===== config.mk =====
export PLATFORM = sky130hd
export DESIGN_NAME = sil_ctl
export DESIGN_NICKNAME = d
export VERILOG_FILES = /design/src/sil_pkg.sv /design/src/sil_sync.sv /design/src/sil_recov.sv /design/src/sil_ctl.sv
export SDC_FILE = /design/constraint.sdc
export NUM_CORES = 1
export LEC_CHECK = 0
export ABC_AREA = 1
export BUFFER_PORTS_ARGS = -buffer_cell sky130_fd_sc_hd__buf_2
export CORE_MARGIN = 2
export CORE_UTILIZATION = 47
export CTS_CLUSTER_SIZE = 14
export DETAILED_ROUTE_END_ITERATION = 8
export HOLD_SLACK_MARGIN = 0.15
export PLACE_DENSITY = 0.87
export SLEW_MARGIN = 20
export SYNTH_ARGS = -nofsm -noshare
export SYNTH_HDL_FRONTEND = slang
export SYNTH_HIERARCHICAL = 1
export SYNTH_SLANG_ARGS = --single-unit

===== constraint.sdc =====
create_clock -name ref_clk_i -period 1.77 [get_ports ref_clk_i]
set_clock_uncertainty 0.2 [all_clocks]
set_input_delay 0.2655 -clock ref_clk_i [delete_from_list [all_inputs] [get_ports ref_clk_i]]
set_output_delay 0.2655 -clock ref_clk_i [all_outputs]
set_load 0.02 [all_outputs]

===== src/sil_pkg.sv =====
// Functional notes
// - all reset sources share one highest priority
// - break forces cpu to software interrupt vector
// - break with clear disabled protects peripheral flags
// - clear enabled: flags clear, stay cleared afterwards
// - two-step clears protected until break ends
// - wait or stop clears interrupt mask, stops cpu
// - wait stops cpu clocks, peripherals keep running
// - wait wakeup stacks one cycle after interrupt
// - reset or break exits wait; break sets flag
// - watchdog enabled and running when disable bit zero
// - stop resets counter, gates clocks, wakes on events
// - stop wakeup stacks only after recovery elapses
// - stop gates both oscillator clocks, 2x optionally kept
// - recovery 4096 or 32 4x clock cycles
// - counter held until recovery, then times it
// - reset status clears itself after read
// - power-on sets its flag, clears all others
// - other sources set only their own flag
// - monitor flag when erased vector, no test voltage
// - break clear enable bit is read/write
// - software interrupt is never masked
package sil_pkg;

   // register port map
   localparam logic [7:0] SIL_ADDR_RST_STAT = 8'h00;
   localparam logic [7:0] SIL_ADDR_BRK_CTL = 8'h01;

   // reset_source_status bit positions
   localparam int SIL_BIT_POR = 7;
   localparam int SIL_BIT_PIN = 6;
   localparam int SIL_BIT_WDOG = 5;
   localparam int SIL_BIT_ILLOP = 4;
   localparam int SIL_BIT_ILLEGAL_ADDRESS_FLAG = 3;
   localparam int SIL_BIT_MON = 2;
   localparam int SIL_BIT_LVI = 1;
   localparam logic [7:0] SIL_RST_STAT_RESET = 8'h80;

   // break_flag_control bit positions
   localparam int SIL_BIT_BREAK_CLEAR_ENABLE = 7;
   localparam logic SIL_BREAK_CLEAR_ENABLE_RESET = 1'b0;

   // erased reset vector byte
   localparam logic [7:0] SIL_VEC_ERASED = 8'hFF;

   // stop recovery, in 4x oscillator cycles
   localparam int SIL_RCNT_W = 13;
   localparam logic [SIL_RCNT_W-1:0] SIL_RECOV_LONG = 13'h1000;
   localparam logic [SIL_RCNT_W-1:0] SIL_RECOV_SHORT = 13'h0020;

   typedef enum logic [1:0] {SIL_RUN, SIL_WAIT, SIL_STOP, SIL_RECOV} sil_mode_t;

   // same-domain reset requests
   typedef struct packed {
      logic wdog;
      logic illop;
      logic illegal_address_flag;
   } sil_rst_src_t;

   // clock enables handed to the clock tree
   typedef struct packed {
      logic cpu_en;
      logic periph_en;
      logic osc_x2_en;
      logic osc_x4_en;
   } sil_clk_t;

endpackage : sil_pkg


===== src/sil_sync.sv =====
`timescale 1ns/1ps
module sil_sync
   import sil_pkg::*;
#(
   parameter int W = 1
) (
   // clock and reset
   input wire logic ref_clk_i,
   input wire logic reset_i,
   // asynchronous levels in, synchronised levels out
   input wire logic [W-1:0] async_i,
   output logic [W-1:0] sync_o
);

   typedef struct packed {
      logic [W-1:0] stage1;
      logic [W-1:0] stage2;
   } sil_sync_t;

   sil_sync_t s_r;
   sil_sync_t s_nxt;

   // stage1 feeds stage2 only; nothing else looks at it
   always_comb begin
      s_nxt.stage1 = async_i;
      s_nxt.stage2 = s_r.stage1;
   end

   always_ff @(posedge ref_clk_i or posedge reset_i) begin
      if (reset_i) begin
         s_r <= '0;
      end else begin
         s_r <= s_nxt;
      end
   end

   assign sync_o = s_r.stage2;

endmodule : sil_sync


===== src/sil_recov.sv =====
`timescale 1ns/1ps
module sil_recov
   import sil_pkg::*;
(
   // clock and reset
   input wire logic ref_clk_i,
   input wire logic reset_i,
   // control
   input wire logic run_i,
   input wire logic tick_i,
   input wire logic short_i,
   // recovery elapsed, one-cycle pulse
   output logic done_o
);

   typedef struct packed {
      logic [SIL_RCNT_W-1:0] cnt;
      logic done;
   } sil_rcv_t;

   sil_rcv_t r_r;
   sil_rcv_t r_nxt;
   logic [SIL_RCNT_W-1:0] target;

   always_comb begin
      r_nxt = r_r;
      r_nxt.done = 1'b0;
      target = short_i ? SIL_RECOV_SHORT : SIL_RECOV_LONG;
      if (!run_i) begin
         r_nxt.cnt = '0;
      end else if (tick_i && !r_r.done) begin
         if (r_r.cnt == target - 13'h0001) begin
            r_nxt.done = 1'b1;
            r_nxt.cnt = '0;
         end else begin
            r_nxt.cnt = r_r.cnt + 13'h0001;
         end
      end
   end

   always_ff @(posedge ref_clk_i or posedge reset_i) begin
      if (reset_i) begin
         r_r <= '0;
      end else begin
         r_r <= r_nxt;
      end
   end

   assign done_o = r_r.done;

endmodule : sil_recov


===== src/sil_ctl.sv =====
`timescale 1ns/1ps
module sil_ctl
   import sil_pkg::*;
(
   // clock and reset
   input wire logic ref_clk_i,
   input wire logic reset_i,
   // register port
   input wire logic [7:0] reg_addr_i,
   input wire logic [7:0] reg_wdata_i,
   input wire logic reg_wr_i,
   input wire logic reg_rd_i,
   output logic [7:0] reg_rdata_o,
   // cpu core
   input wire logic cpu_wait_i,
   input wire logic cpu_stop_i,
   input wire logic cpu_swi_i,
   output logic int_stack_o,
   output logic vector_swi_o,
   output logic mask_clear_o,
   output logic break_state_o,
   output logic sys_reset_o,
   // peripherals and break module
   input wire logic irq_req_i,
   input wire logic break_irq_i,
   input wire logic break_exit_i,
   input wire logic break_stop_wait_flag_clear_i,
   output logic break_stop_wait_flag_o,
   output logic flag_clear_allow_o,
   // reset sources
   input wire sil_rst_src_t rst_src_i,
   input wire logic rst_pin_i,
   input wire logic lvi_pin_i,
   input wire logic irq_vtst_i,
   input wire logic mon_check_i,
   input wire logic [7:0] vec_hi_i,
   input wire logic [7:0] vec_lo_i,
   // configuration and clock control
   input wire logic watchdog_disable_i,
   input wire logic short_recovery_select_i,
   input wire logic osc_enable_in_stop_i,
   output sil_clk_t clk_en_o,
   output logic watchdog_en_o
);

   typedef struct packed {
      sil_mode_t mode;
      logic in_break;
      logic wake_brk;
      logic por_win;
      logic [7:0] rst_stat;
      logic break_clear_enable;
      logic break_stop_wait_flag;
      logic [7:0] rdata;
      logic rst_req;
      logic mask_clr;
      logic stack;
      logic vec_swi;
      logic clr_allow;
      logic wdog_en;
      logic div;
      sil_clk_t clk;
   } sil_state_t;

   localparam sil_clk_t SIL_CLK_RESET = '{
      cpu_en: 1'b1, periph_en: 1'b1, osc_x2_en: 1'b0, osc_x4_en: 1'b1
   };
   localparam sil_state_t SIL_ST_RESET = '{
      mode: SIL_RUN,
      in_break: 1'b0,
      wake_brk: 1'b0,
      por_win: 1'b1,
      rst_stat: SIL_RST_STAT_RESET,
      break_clear_enable: SIL_BREAK_CLEAR_ENABLE_RESET,
      break_stop_wait_flag: 1'b0,
      rdata: 8'h00,
      rst_req: 1'b0,
      mask_clr: 1'b0,
      stack: 1'b0,
      vec_swi: 1'b0,
      clr_allow: 1'b1,
      wdog_en: 1'b0,
      div: 1'b0,
      clk: SIL_CLK_RESET
   };

   function automatic logic reg_hit(input logic [7:0] addr, input logic [7:0] target);
      reg_hit = (addr == target);
   endfunction : reg_hit

   sil_state_t s;
   sil_state_t s_nxt;
   logic [2:0] pin_sync;
   logic rec_done;
   logic pin_rst;
   logic lvi_rst;
   logic vtst;
   logic mon_hit;
   logic any_rst;
   logic rd_stat;

   // reset pin, low-voltage detector and test-voltage level are asynchronous
   sil_sync #(
      .W(3)
   ) u_sync (
      .ref_clk_i(ref_clk_i),
      .reset_i(reset_i),
      .async_i({irq_vtst_i, lvi_pin_i, rst_pin_i}),
      .sync_o(pin_sync)
   );

   // counter only runs in recovery, so it is held through all of stop
   sil_recov u_recov (
      .ref_clk_i(ref_clk_i),
      .reset_i(reset_i),
      .run_i(s.mode == SIL_RECOV),
      .tick_i(s.clk.osc_x4_en),
      .short_i(short_recovery_select_i),
      .done_o(rec_done)
   );

   always_comb begin
      s_nxt = s;
      s_nxt.rst_req = 1'b0;
      s_nxt.mask_clr = 1'b0;
      s_nxt.stack = 1'b0;
      s_nxt.vec_swi = 1'b0;
      s_nxt.rdata = 8'h00;
      pin_rst = pin_sync[0];
      lvi_rst = pin_sync[1];
      vtst = pin_sync[2];
      mon_hit = mon_check_i && s.por_win && !vtst &&
                vec_hi_i == SIL_VEC_ERASED && vec_lo_i == SIL_VEC_ERASED;
      // no arbitration: every source raises the same request
      any_rst = pin_rst || lvi_rst || rst_src_i.wdog || rst_src_i.illop ||
                rst_src_i.illegal_address_flag || mon_hit;
      rd_stat = reg_rd_i && reg_hit(reg_addr_i, SIL_ADDR_RST_STAT);

      if (mon_check_i) begin
         s_nxt.por_win = 1'b0;
      end

      // read data valid only in the cycle after the strobe
      if (reg_rd_i) begin
         if (reg_hit(reg_addr_i, SIL_ADDR_RST_STAT)) begin
            s_nxt.rdata = s.rst_stat;
         end else if (reg_hit(reg_addr_i, SIL_ADDR_BRK_CTL)) begin
            s_nxt.rdata[SIL_BIT_BREAK_CLEAR_ENABLE] = s.break_clear_enable;
         end
      end
      if (reg_wr_i && reg_hit(reg_addr_i, SIL_ADDR_BRK_CTL)) begin
         s_nxt.break_clear_enable = reg_wdata_i[SIL_BIT_BREAK_CLEAR_ENABLE];
      end

      // clear on read first; a source in the same cycle still lands
      if (rd_stat) begin
         s_nxt.rst_stat = 8'h00;
      end
      if (pin_rst) begin
         s_nxt.rst_stat[SIL_BIT_PIN] = 1'b1;
      end
      if (lvi_rst) begin
         s_nxt.rst_stat[SIL_BIT_LVI] = 1'b1;
      end
      if (rst_src_i.wdog) begin
         s_nxt.rst_stat[SIL_BIT_WDOG] = 1'b1;
      end
      if (rst_src_i.illop) begin
         s_nxt.rst_stat[SIL_BIT_ILLOP] = 1'b1;
      end
      if (rst_src_i.illegal_address_flag) begin
         s_nxt.rst_stat[SIL_BIT_ILLEGAL_ADDRESS_FLAG] = 1'b1;
      end
      if (mon_hit) begin
         s_nxt.rst_stat[SIL_BIT_MON] = 1'b1;
      end

      if (break_stop_wait_flag_clear_i) begin
         s_nxt.break_stop_wait_flag = 1'b0;
      end
      if (break_exit_i) begin
         s_nxt.in_break = 1'b0;
      end

      if (any_rst) begin
         s_nxt.mode = SIL_RUN;
         s_nxt.in_break = 1'b0;
         s_nxt.wake_brk = 1'b0;
         s_nxt.rst_req = 1'b1;
      end else begin
         unique case (s.mode)
            SIL_RUN: begin
               if (break_irq_i && !s.in_break) begin
                  s_nxt.in_break = 1'b1;
                  s_nxt.stack = 1'b1;
                  s_nxt.vec_swi = 1'b1;
               end else if (cpu_swi_i) begin
                  // taken whatever the mask bit says
                  s_nxt.stack = 1'b1;
                  s_nxt.vec_swi = 1'b1;
               end else if (cpu_wait_i) begin
                  s_nxt.mode = SIL_WAIT;
                  s_nxt.mask_clr = 1'b1;
               end else if (cpu_stop_i) begin
                  s_nxt.mode = SIL_STOP;
                  s_nxt.mask_clr = 1'b1;
               end
            end
            SIL_WAIT: begin
               if (break_irq_i) begin
                  s_nxt.mode = SIL_RUN;
                  s_nxt.break_stop_wait_flag = 1'b1;
                  s_nxt.in_break = 1'b1;
                  s_nxt.stack = 1'b1;
                  s_nxt.vec_swi = 1'b1;
               end else if (irq_req_i) begin
                  s_nxt.mode = SIL_RUN;
                  s_nxt.stack = 1'b1;
               end
            end
            SIL_STOP: begin
               if (break_irq_i || irq_req_i) begin
                  s_nxt.mode = SIL_RECOV;
                  s_nxt.wake_brk = break_irq_i;
                  if (break_irq_i) begin
                     s_nxt.break_stop_wait_flag = 1'b1;
                  end
               end
            end
            SIL_RECOV: begin
               if (rec_done) begin
                  s_nxt.mode = SIL_RUN;
                  s_nxt.stack = 1'b1;
                  s_nxt.vec_swi = s.wake_brk;
                  s_nxt.in_break = s.in_break || s.wake_brk;
                  s_nxt.wake_brk = 1'b0;
               end
            end
         endcase
      end

      // peripherals gate their flag clears on this; a second step held off
      // here completes normally once break ends
      s_nxt.clr_allow = !s_nxt.in_break || s_nxt.break_clear_enable;
      s_nxt.wdog_en = !watchdog_disable_i;
      s_nxt.div = !s.div;
      s_nxt.clk.cpu_en = (s_nxt.mode == SIL_RUN);
      s_nxt.clk.periph_en = (s_nxt.mode == SIL_RUN) || (s_nxt.mode == SIL_WAIT);
      // oscillator must run in recovery, otherwise nothing times it
      s_nxt.clk.osc_x4_en = (s_nxt.mode != SIL_STOP);
      s_nxt.clk.osc_x2_en = s.div &&
                            (s_nxt.mode != SIL_STOP || osc_enable_in_stop_i);
   end

   always_ff @(posedge ref_clk_i or posedge reset_i) begin
      if (reset_i) begin
         s <= SIL_ST_RESET;
      end else begin
         s <= s_nxt;
      end
   end

   assign reg_rdata_o = s.rdata;
   assign int_stack_o = s.stack;
   assign vector_swi_o = s.vec_swi;
   assign mask_clear_o = s.mask_clr;
   assign break_state_o = s.in_break;
   assign sys_reset_o = s.rst_req;
   assign break_stop_wait_flag_o = s.break_stop_wait_flag;
   assign flag_clear_allow_o = s.clr_allow;
   assign clk_en_o = s.clk;
   assign watchdog_en_o = s.wdog_en;
endmodule : sil_ctl


==> flow_summary.json, run 1 <==
{
  "outcome": "finished with violations",
  "violations": "setup timing",
  "syn_to_final_growth_pct": 28.9,
  "crit_path_end_kind": "flop",
  "grt_first_pass_wirelength_um": 10900,
  "comb_power_share_pct": 9.6,
  "relSlewSlack_pct": 63.7,
  "placementRows": 27,
  "dp_hpwl_um": 4300,
  "p_clk_share_pct": 33.9,
  "avgSynthCellArea_um2": 8.28,
  "post_drt_wl_per_cell_um": 13.9,
  "yosys_warnings": 6,
  "stdcell_count": 496,
  "yosysSeqAreaShare_pct": 47.6,
  "cp_max_fo": 6,
  "grt_pass1_vias": 2447,
  "vias": 2457,
  "synth_commonest_cells": "79 x nand2_1, 46 x dfrtp_1, 45 x inv_1, 35 x nor2_1, 24 x nand3_1",
  "viasPerCell": 4.95,
  "p_per_area_nw_per_um2": 604,
  "synth_top_cell_area_share_pct": 41.9,
  "start_util_pct": 49.3,
  "crit_buf_inv": 2,
  "die_h_um": 80.5,
  "synth_top_flop_cell": "dfrtp_1",
  "peakVddDrop_mv": 0.443,
  "layout.nets": 481,
  "antenna_found_initial": 0,
  "crit_path_start_kind": "flop",
  "period_minus_slack_ps": 1790,
  "worst-slew-pin-transition_ps": 544,
  "synth_seq_cells": 52,
  "worstPathRequired_ps": 1790,
  "netlist_area_um2": 2750,
  "fmax_mhz": 558,
  "syn_inst": 332,
  "synth-edff-count": 0,
  "place_inst": 460,
  "p_leak_nw": 1.82,
  "worst_hold_path_type": "primary input to flop",
  "clk_path_buf_depth": 2,
  "drv_slew": 0,
  "clk_pin_slew_worst_paths_ps": 110,
  "hold_violations": 0,
  "finalPower_w": 0.00214,
  "clock_sinks": 52,
  "crit_arrival_ps": 1810,
  "setup_viol": 1,
  "worst-setup-path-type": "flop to flop",
  "drt-pass1-iter-count": 4,
  "root_buffer": "clkbuf_8",
  "synth_nets": 390,
  "cts_tree": "yes",
  "fill_cells": 433,
  "port_buffers": 64,
  "drive_gt1_share_pct": 32.1,
  "finalWorstSetupSlack_ps": -23.3,
  "crit_family": "simple AND/OR/NAND/NOR gates",
  "synth.area.top_cells": "dfrtp_1 42%, nand2_1 11%, inv_1 6.1%, dfstp_2 5.7%, nor2_1 4.8%",
  "synth_cell_types": 38,
  "die_x_um": 80.5,
  "drt_iter0_drc": 155,
  "routabilityCongestion": 0.891,
  "switchingPower_w": 0.000548,
  "seq_power_share_pct": 56.5,
  "h-tree-depth": 2,
  "p_int_w": 0.00159,
  "clock_latency_ps": 310,
  "yosysMostFrequentCell": "nand2_1",
  "hold-worst-slack_ps": 134,
  "drt_wl_total_um": 6890,
  "path_common_cell": "nor2_1",
  "cp_slowest_cell": "dfrtp_2",
  "fp.dieArea_um2": 6480,
  "cts_buffers": 5,
  "antenna_cells": 0,
  "core_area_um2": 5570,
  "yosys.area.top_type": "dfrtp_1",
  "critPathMaxStageDelay_ps": 460,
  "drtAntennaViolNets": 0,
  "drc_errors": 0,
  "switching_share_pct": 25.6,
  "gr-total-overflow": 0,
  "finalCritPeriodShare_pct": 101,
  "crit_chain": "inv_4 > ha_4 > nor2_2 > nand3_1 > nand2_1 > inv_2 > nand2_2 > nand3_2 > nor2_1 > nor2_1",
  "synthArstFlopShare_pct": 100,
  "ios": 73,
  "cap_violations": 0,
  "grt_max_degree": 19,
  "grtUsageTotal_pct": 22.1
}
==> cell usage in the layout, fill, tap and decap left out, types with 2 or more instances in the layout <==
cell type and count:
buf_4 9, nor2_4 7, dfrtp_1 45, a21oi_1 3, clkbuf_8 5, nand3_2 6
inv_2 8, xor2_1 2, ha_4 3, nand3_1 23, buf_2 64, dfstp_2 6
nor2_1 33, o21ai_0 7, nand4_1 8, nor3_2 4, nand2_2 6, nand2_1 79
nor2_2 6, o21ai_1 4, dlygate4sd3_1 25, inv_6 3, inv_1 43, o21bai_1 3
==> path summary, 6_finish.rpt <==
| path | startpoint | to | slack [ps] | cells past startpoint |
|---|---|---|---|---|
| max in group asynchronous | reset_i | u_recov/r_r[13] | 630 | 3 |
| min in group asynchronous | reset_i | u_sync/s_nxt[2] | 240 | 3 |
| hold / removal | cpu_swi_i | mask_clear_o | 130 | 4 |
| hold reg to reg | u_sync/s_nxt[1] | u_sync/sync_o[1] | 160 | 0 |
| setup reg to reg | s[32] | clk_en_o[1] | -20 | 10 |
| setup / recovery | s[32] | clk_en_o[1] | -20 | 10 |
==> cells by family after synthesis <==
family                   Yosys count  share of synthesized area [%]
AO/OA/AOI/OAI                     23                           5.28
XOR/XNOR                           3                          0.956
adder cells (fa/ha/maj)            5                           2.28
buffers and inverters             69                           11.5
flip-flops                        52                           47.6
other                              1                          0.136
AND/OR/NAND/NOR                  179                           32.3
==> area by class of cell <==
class | count | area, µm² | share of cell area, %
sequential | 52 | 1310 | 37.0
multi-input combinational | 211 | 1190 | 33.6
timing repair buffer | 99 | 651 | 18.4
inverter | 54 | 210 | 5.93
tap | 72 | 90.1 | 2.54
clock buffer | 5 | 68.8 | 1.94
clock inverter | 3 | 25.0 | 0.706
==> state kept, by name, indices dropped and copies added (netlist names), 3 cells and up <==
signal,cells
clk_en_o,4
u_sync/sync_o,3
u_sync/s_nxt,3
u_recov/r_r,13
s,13
reg_rdata_o,7
==> layer usage <==
metal  GRT usage, %  share of wire (%)  up-vias
met5              0                  0        -
met4           11.9                4.9        0
met3           3.82                4.8       26
met2           40.8                 52       88
met1           23.7                 38     1141
li1               -                  -     1202
==> per-stage QoR <==
stage               worst slack, ps  instance area [µm²]  TNS, ps  util [%]
floorplan                       117                 2750        0         -
global placement              -38.2                 3100    -98.0      55.7
detailed placement             -169                 3100     -494      55.7
CTS                            15.1                 3470        0      62.3
global route                   -127                 3540     -127      63.6
finish                        -23.3                 3540    -23.3      63.6
==> power groups by stage <==
stage / clock network [W] / registers, W / logic (W)
6_report: 0.000726 / 0.00121 / 0.000206
5_1_grt: 0.000797 / 0.00121 / 0.000228
4_1_cts: 0.000726 / 0.00121 / 0.000197
3_5_place_dp: 0 / 0.00123 / 0.000153
3_3_place_gp: 0 / 0.00123 / 0.000146
2_1_floorplan: 0 / 0.00123 / 0.0000750
==> tightest hold or removal path, stage by stage <==
cell,delay (ps)
buf_2,80
inv_1,70
nand3_2,120
a211oi_2,80
==> what timing repair did <==
item,in CTS,in global routing
hold endpoints to repair,69,0
resized for setup,2,16
endpoints found under the setup margin,4,11
setup buffers,0,2
hold buffers,27,0
pin swaps,0,4
(Power assumes the default switching activity.)
==> inputs of run 2 (changes only) <==
- ABC_CLOCK_PERIOD_IN_PS: unset -> 1770
- SETUP_SLACK_MARGIN: unset -> 0.1
==> run 2 against run 1 <==
The flow now finishes without violations; via count up 3.5%; setup slack improved by 46 ps; combinational power increased by 6%; non-clock buffer count rose by 8; count of clock-buffer cells in the layout stayed put; clock power is 0.6% lower; register-to-register slack improved by 80 ps; critical endpoint is now reg_rdata_o[7].
==> flow_summary.json, run 2 (synthesized netlist as in run 1, its figures left out) <==
{
  "p_clk_share_pct": 33.6,
  "fp.dieArea_um2": 6480,
  "clk_pin_slew_worst_paths_ps": 100,
  "start_util_pct": 49.3,
  "drc_errors": 0,
  "p_leak_nw": 1.85,
  "finalCritPeriodShare_pct": 98.7,
  "cap_violations": 0,
  "ios": 73,
  "drt-pass1-iter-count": 4,
  "cts_buffers": 5,
  "gr-total-overflow": 0,
  "relSlewSlack_pct": 64.8,
  "worst_hold_path_type": "flop to flop",
  "cts_tree": "yes",
  "grtUsageTotal_pct": 22.3,
  "ff_latch_area_um2": 1310,
  "drtAntennaViolNets": 0,
  "worst-slew-pin-transition_ps": 528,
  "crit_path_end_kind": "flop",
  "peakVddDrop_mv": 0.435,
  "vias": 2544,
  "switchingPower_w": 0.000554,
  "switching_share_pct": 25.7,
  "post_drt_wl_per_cell_um": 14.2,
  "p_per_area_nw_per_um2": 582,
  "final_cell_mix": "77 x nand2_1, 64 x buf_2, 44 x dfrtp_1",
  "hold_violations": 0,
  "comb_power_share_pct": 10.1,
  "cp_max_fo": 2,
  "fmax_mhz": 572,
  "die_x_um": 80.5,
  "h-tree-depth": 2,
  "outcome": "complete, no violations",
  "p_int_w": 0.00160,
  "grt_max_degree": 19,
  "finalPower_w": 0.00215,
  "root_buffer": "clkbuf_8",
  "dp_hpwl_um": 4300,
  "drt_iter0_drc": 191,
  "period_minus_slack_ps": 1750,
  "crit_path_start_kind": "primary input",
  "final_common_cell": "nand2_1",
  "port_buffers": 64,
  "multi_input_area_um2": 1280,
  "antenna_cells": 0,
  "clock_latency_ps": 310,
  "rsz0062_at_grt": "true",
  "drt_wl_total_um": 7170,
  "syn_to_final_growth_pct": 34.5,
  "seq_power_share_pct": 56.3,
  "die_h_um": 80.5,
  "layout.nets": 490,
  "placementRows": 27,
  "core_area_um2": 5570,
  "grt_pass1_vias": 2493,
  "antenna_found_initial": 0,
  "clk_path_buf_depth": 2,
  "drv_slew": 0,
  "viasPerCell": 5.04,
  "routabilityCongestion": 0.891,
  "drive_gt1_share_pct": 36.3,
  "worstPathRequired_ps": 1810,
  "ff2ff_setup_slack_ps": 60,
  "worst-setup-path-type": "primary input to flop",
  "clock_sinks": 52,
  "fill_cells": 399,
  "grt_first_pass_wirelength_um": 11000,
  "setup_viol": 0,
  "tns_ps": 0,
  "crit_arrival_ps": 1790
}
run 2: final timing paths:
kind	depth (start not counted)	start	to
setup reg to reg	8	s[32]	s[30]
hold / removal	0	u_sync/s_nxt[1]	u_sync/sync_o[1]
setup / recovery	7	reg_addr_i[5]	reg_rdata_o[7]
hold reg to reg	0	u_sync/s_nxt[1]	u_sync/sync_o[1]
min in group asynchronous	3	reset_i	u_sync/sync_o[0]
max in group asynchronous	3	reset_i	u_recov/r_r[10]
run 2: worst max-delay path, cell delays in order:
cell           delay [ps]
buf_2                 100
nor2_2                140
nand2_1               130
nor3_2                290
nand4_1               170
dlygate4sd3_1         600
o21ai_1                90
run 2: power by group through the flow:
stage | registers (W) | logic (W) | clock network (W)
floorplan | 0.00123 | 0.0000750 | 0
global placement | 0.00123 | 0.000146 | 0
detailed placement | 0.00123 | 0.000153 | 0
CTS | 0.00121 | 0.000198 | 0.000726
global route | 0.00121 | 0.000240 | 0.000782
finish | 0.00121 | 0.000218 | 0.000722
run 2: layout make-up:
| type | instances | share of cell area, % |
|---|---|---|
| timing repair buffer | 107 | 19.3 |
| clock inverter | 3 | 0.677 |
| clock buffer | 5 | 1.86 |
| multi-input combinational | 212 | 34.5 |
| inverter | 54 | 5.69 |
| tap | 72 | 2.44 |
| sequential | 52 | 35.5 |
run 2: timing repair:
action,CTS,global route
pin swaps,2,15
endpoints found under the setup margin,17,31
gates cloned,0,1
endpoints found under the hold margin,69,0
gates resized for setup,17,24
setup buffers,2,8
hold buffers,26,0
run 2: layer usage:
layer | GRT usage (%) | wire length [µm]
met5 | 0 | 0
met3 | 3.82 | 386
met1 | 24.8 | 2730
met2 | 40.9 | 3660
met4 | 10.8 | 394
run 2: metrics by stage:
| stage | util, % | setup slack, ps | cell area, µm² | hold slack [ps] | std cells |
|---|---|---|---|---|---|
| 3_3_place_gp | 55.7 | -38.2 | 3100 | 2.97 | 460 |
| 6_report | 66.3 | 22.4 | 3700 | 159 | 505 |
| 3_5_place_dp | 55.7 | -169 | 3100 | 20.6 | 460 |
| 5_1_grt | 66.3 | -55.0 | 3700 | 163 | 505 |
| 4_1_cts | 63.6 | 114 | 3540 | 153 | 496 |
| 2_1_floorplan | - | 117 | 2750 | -144 | 332 |
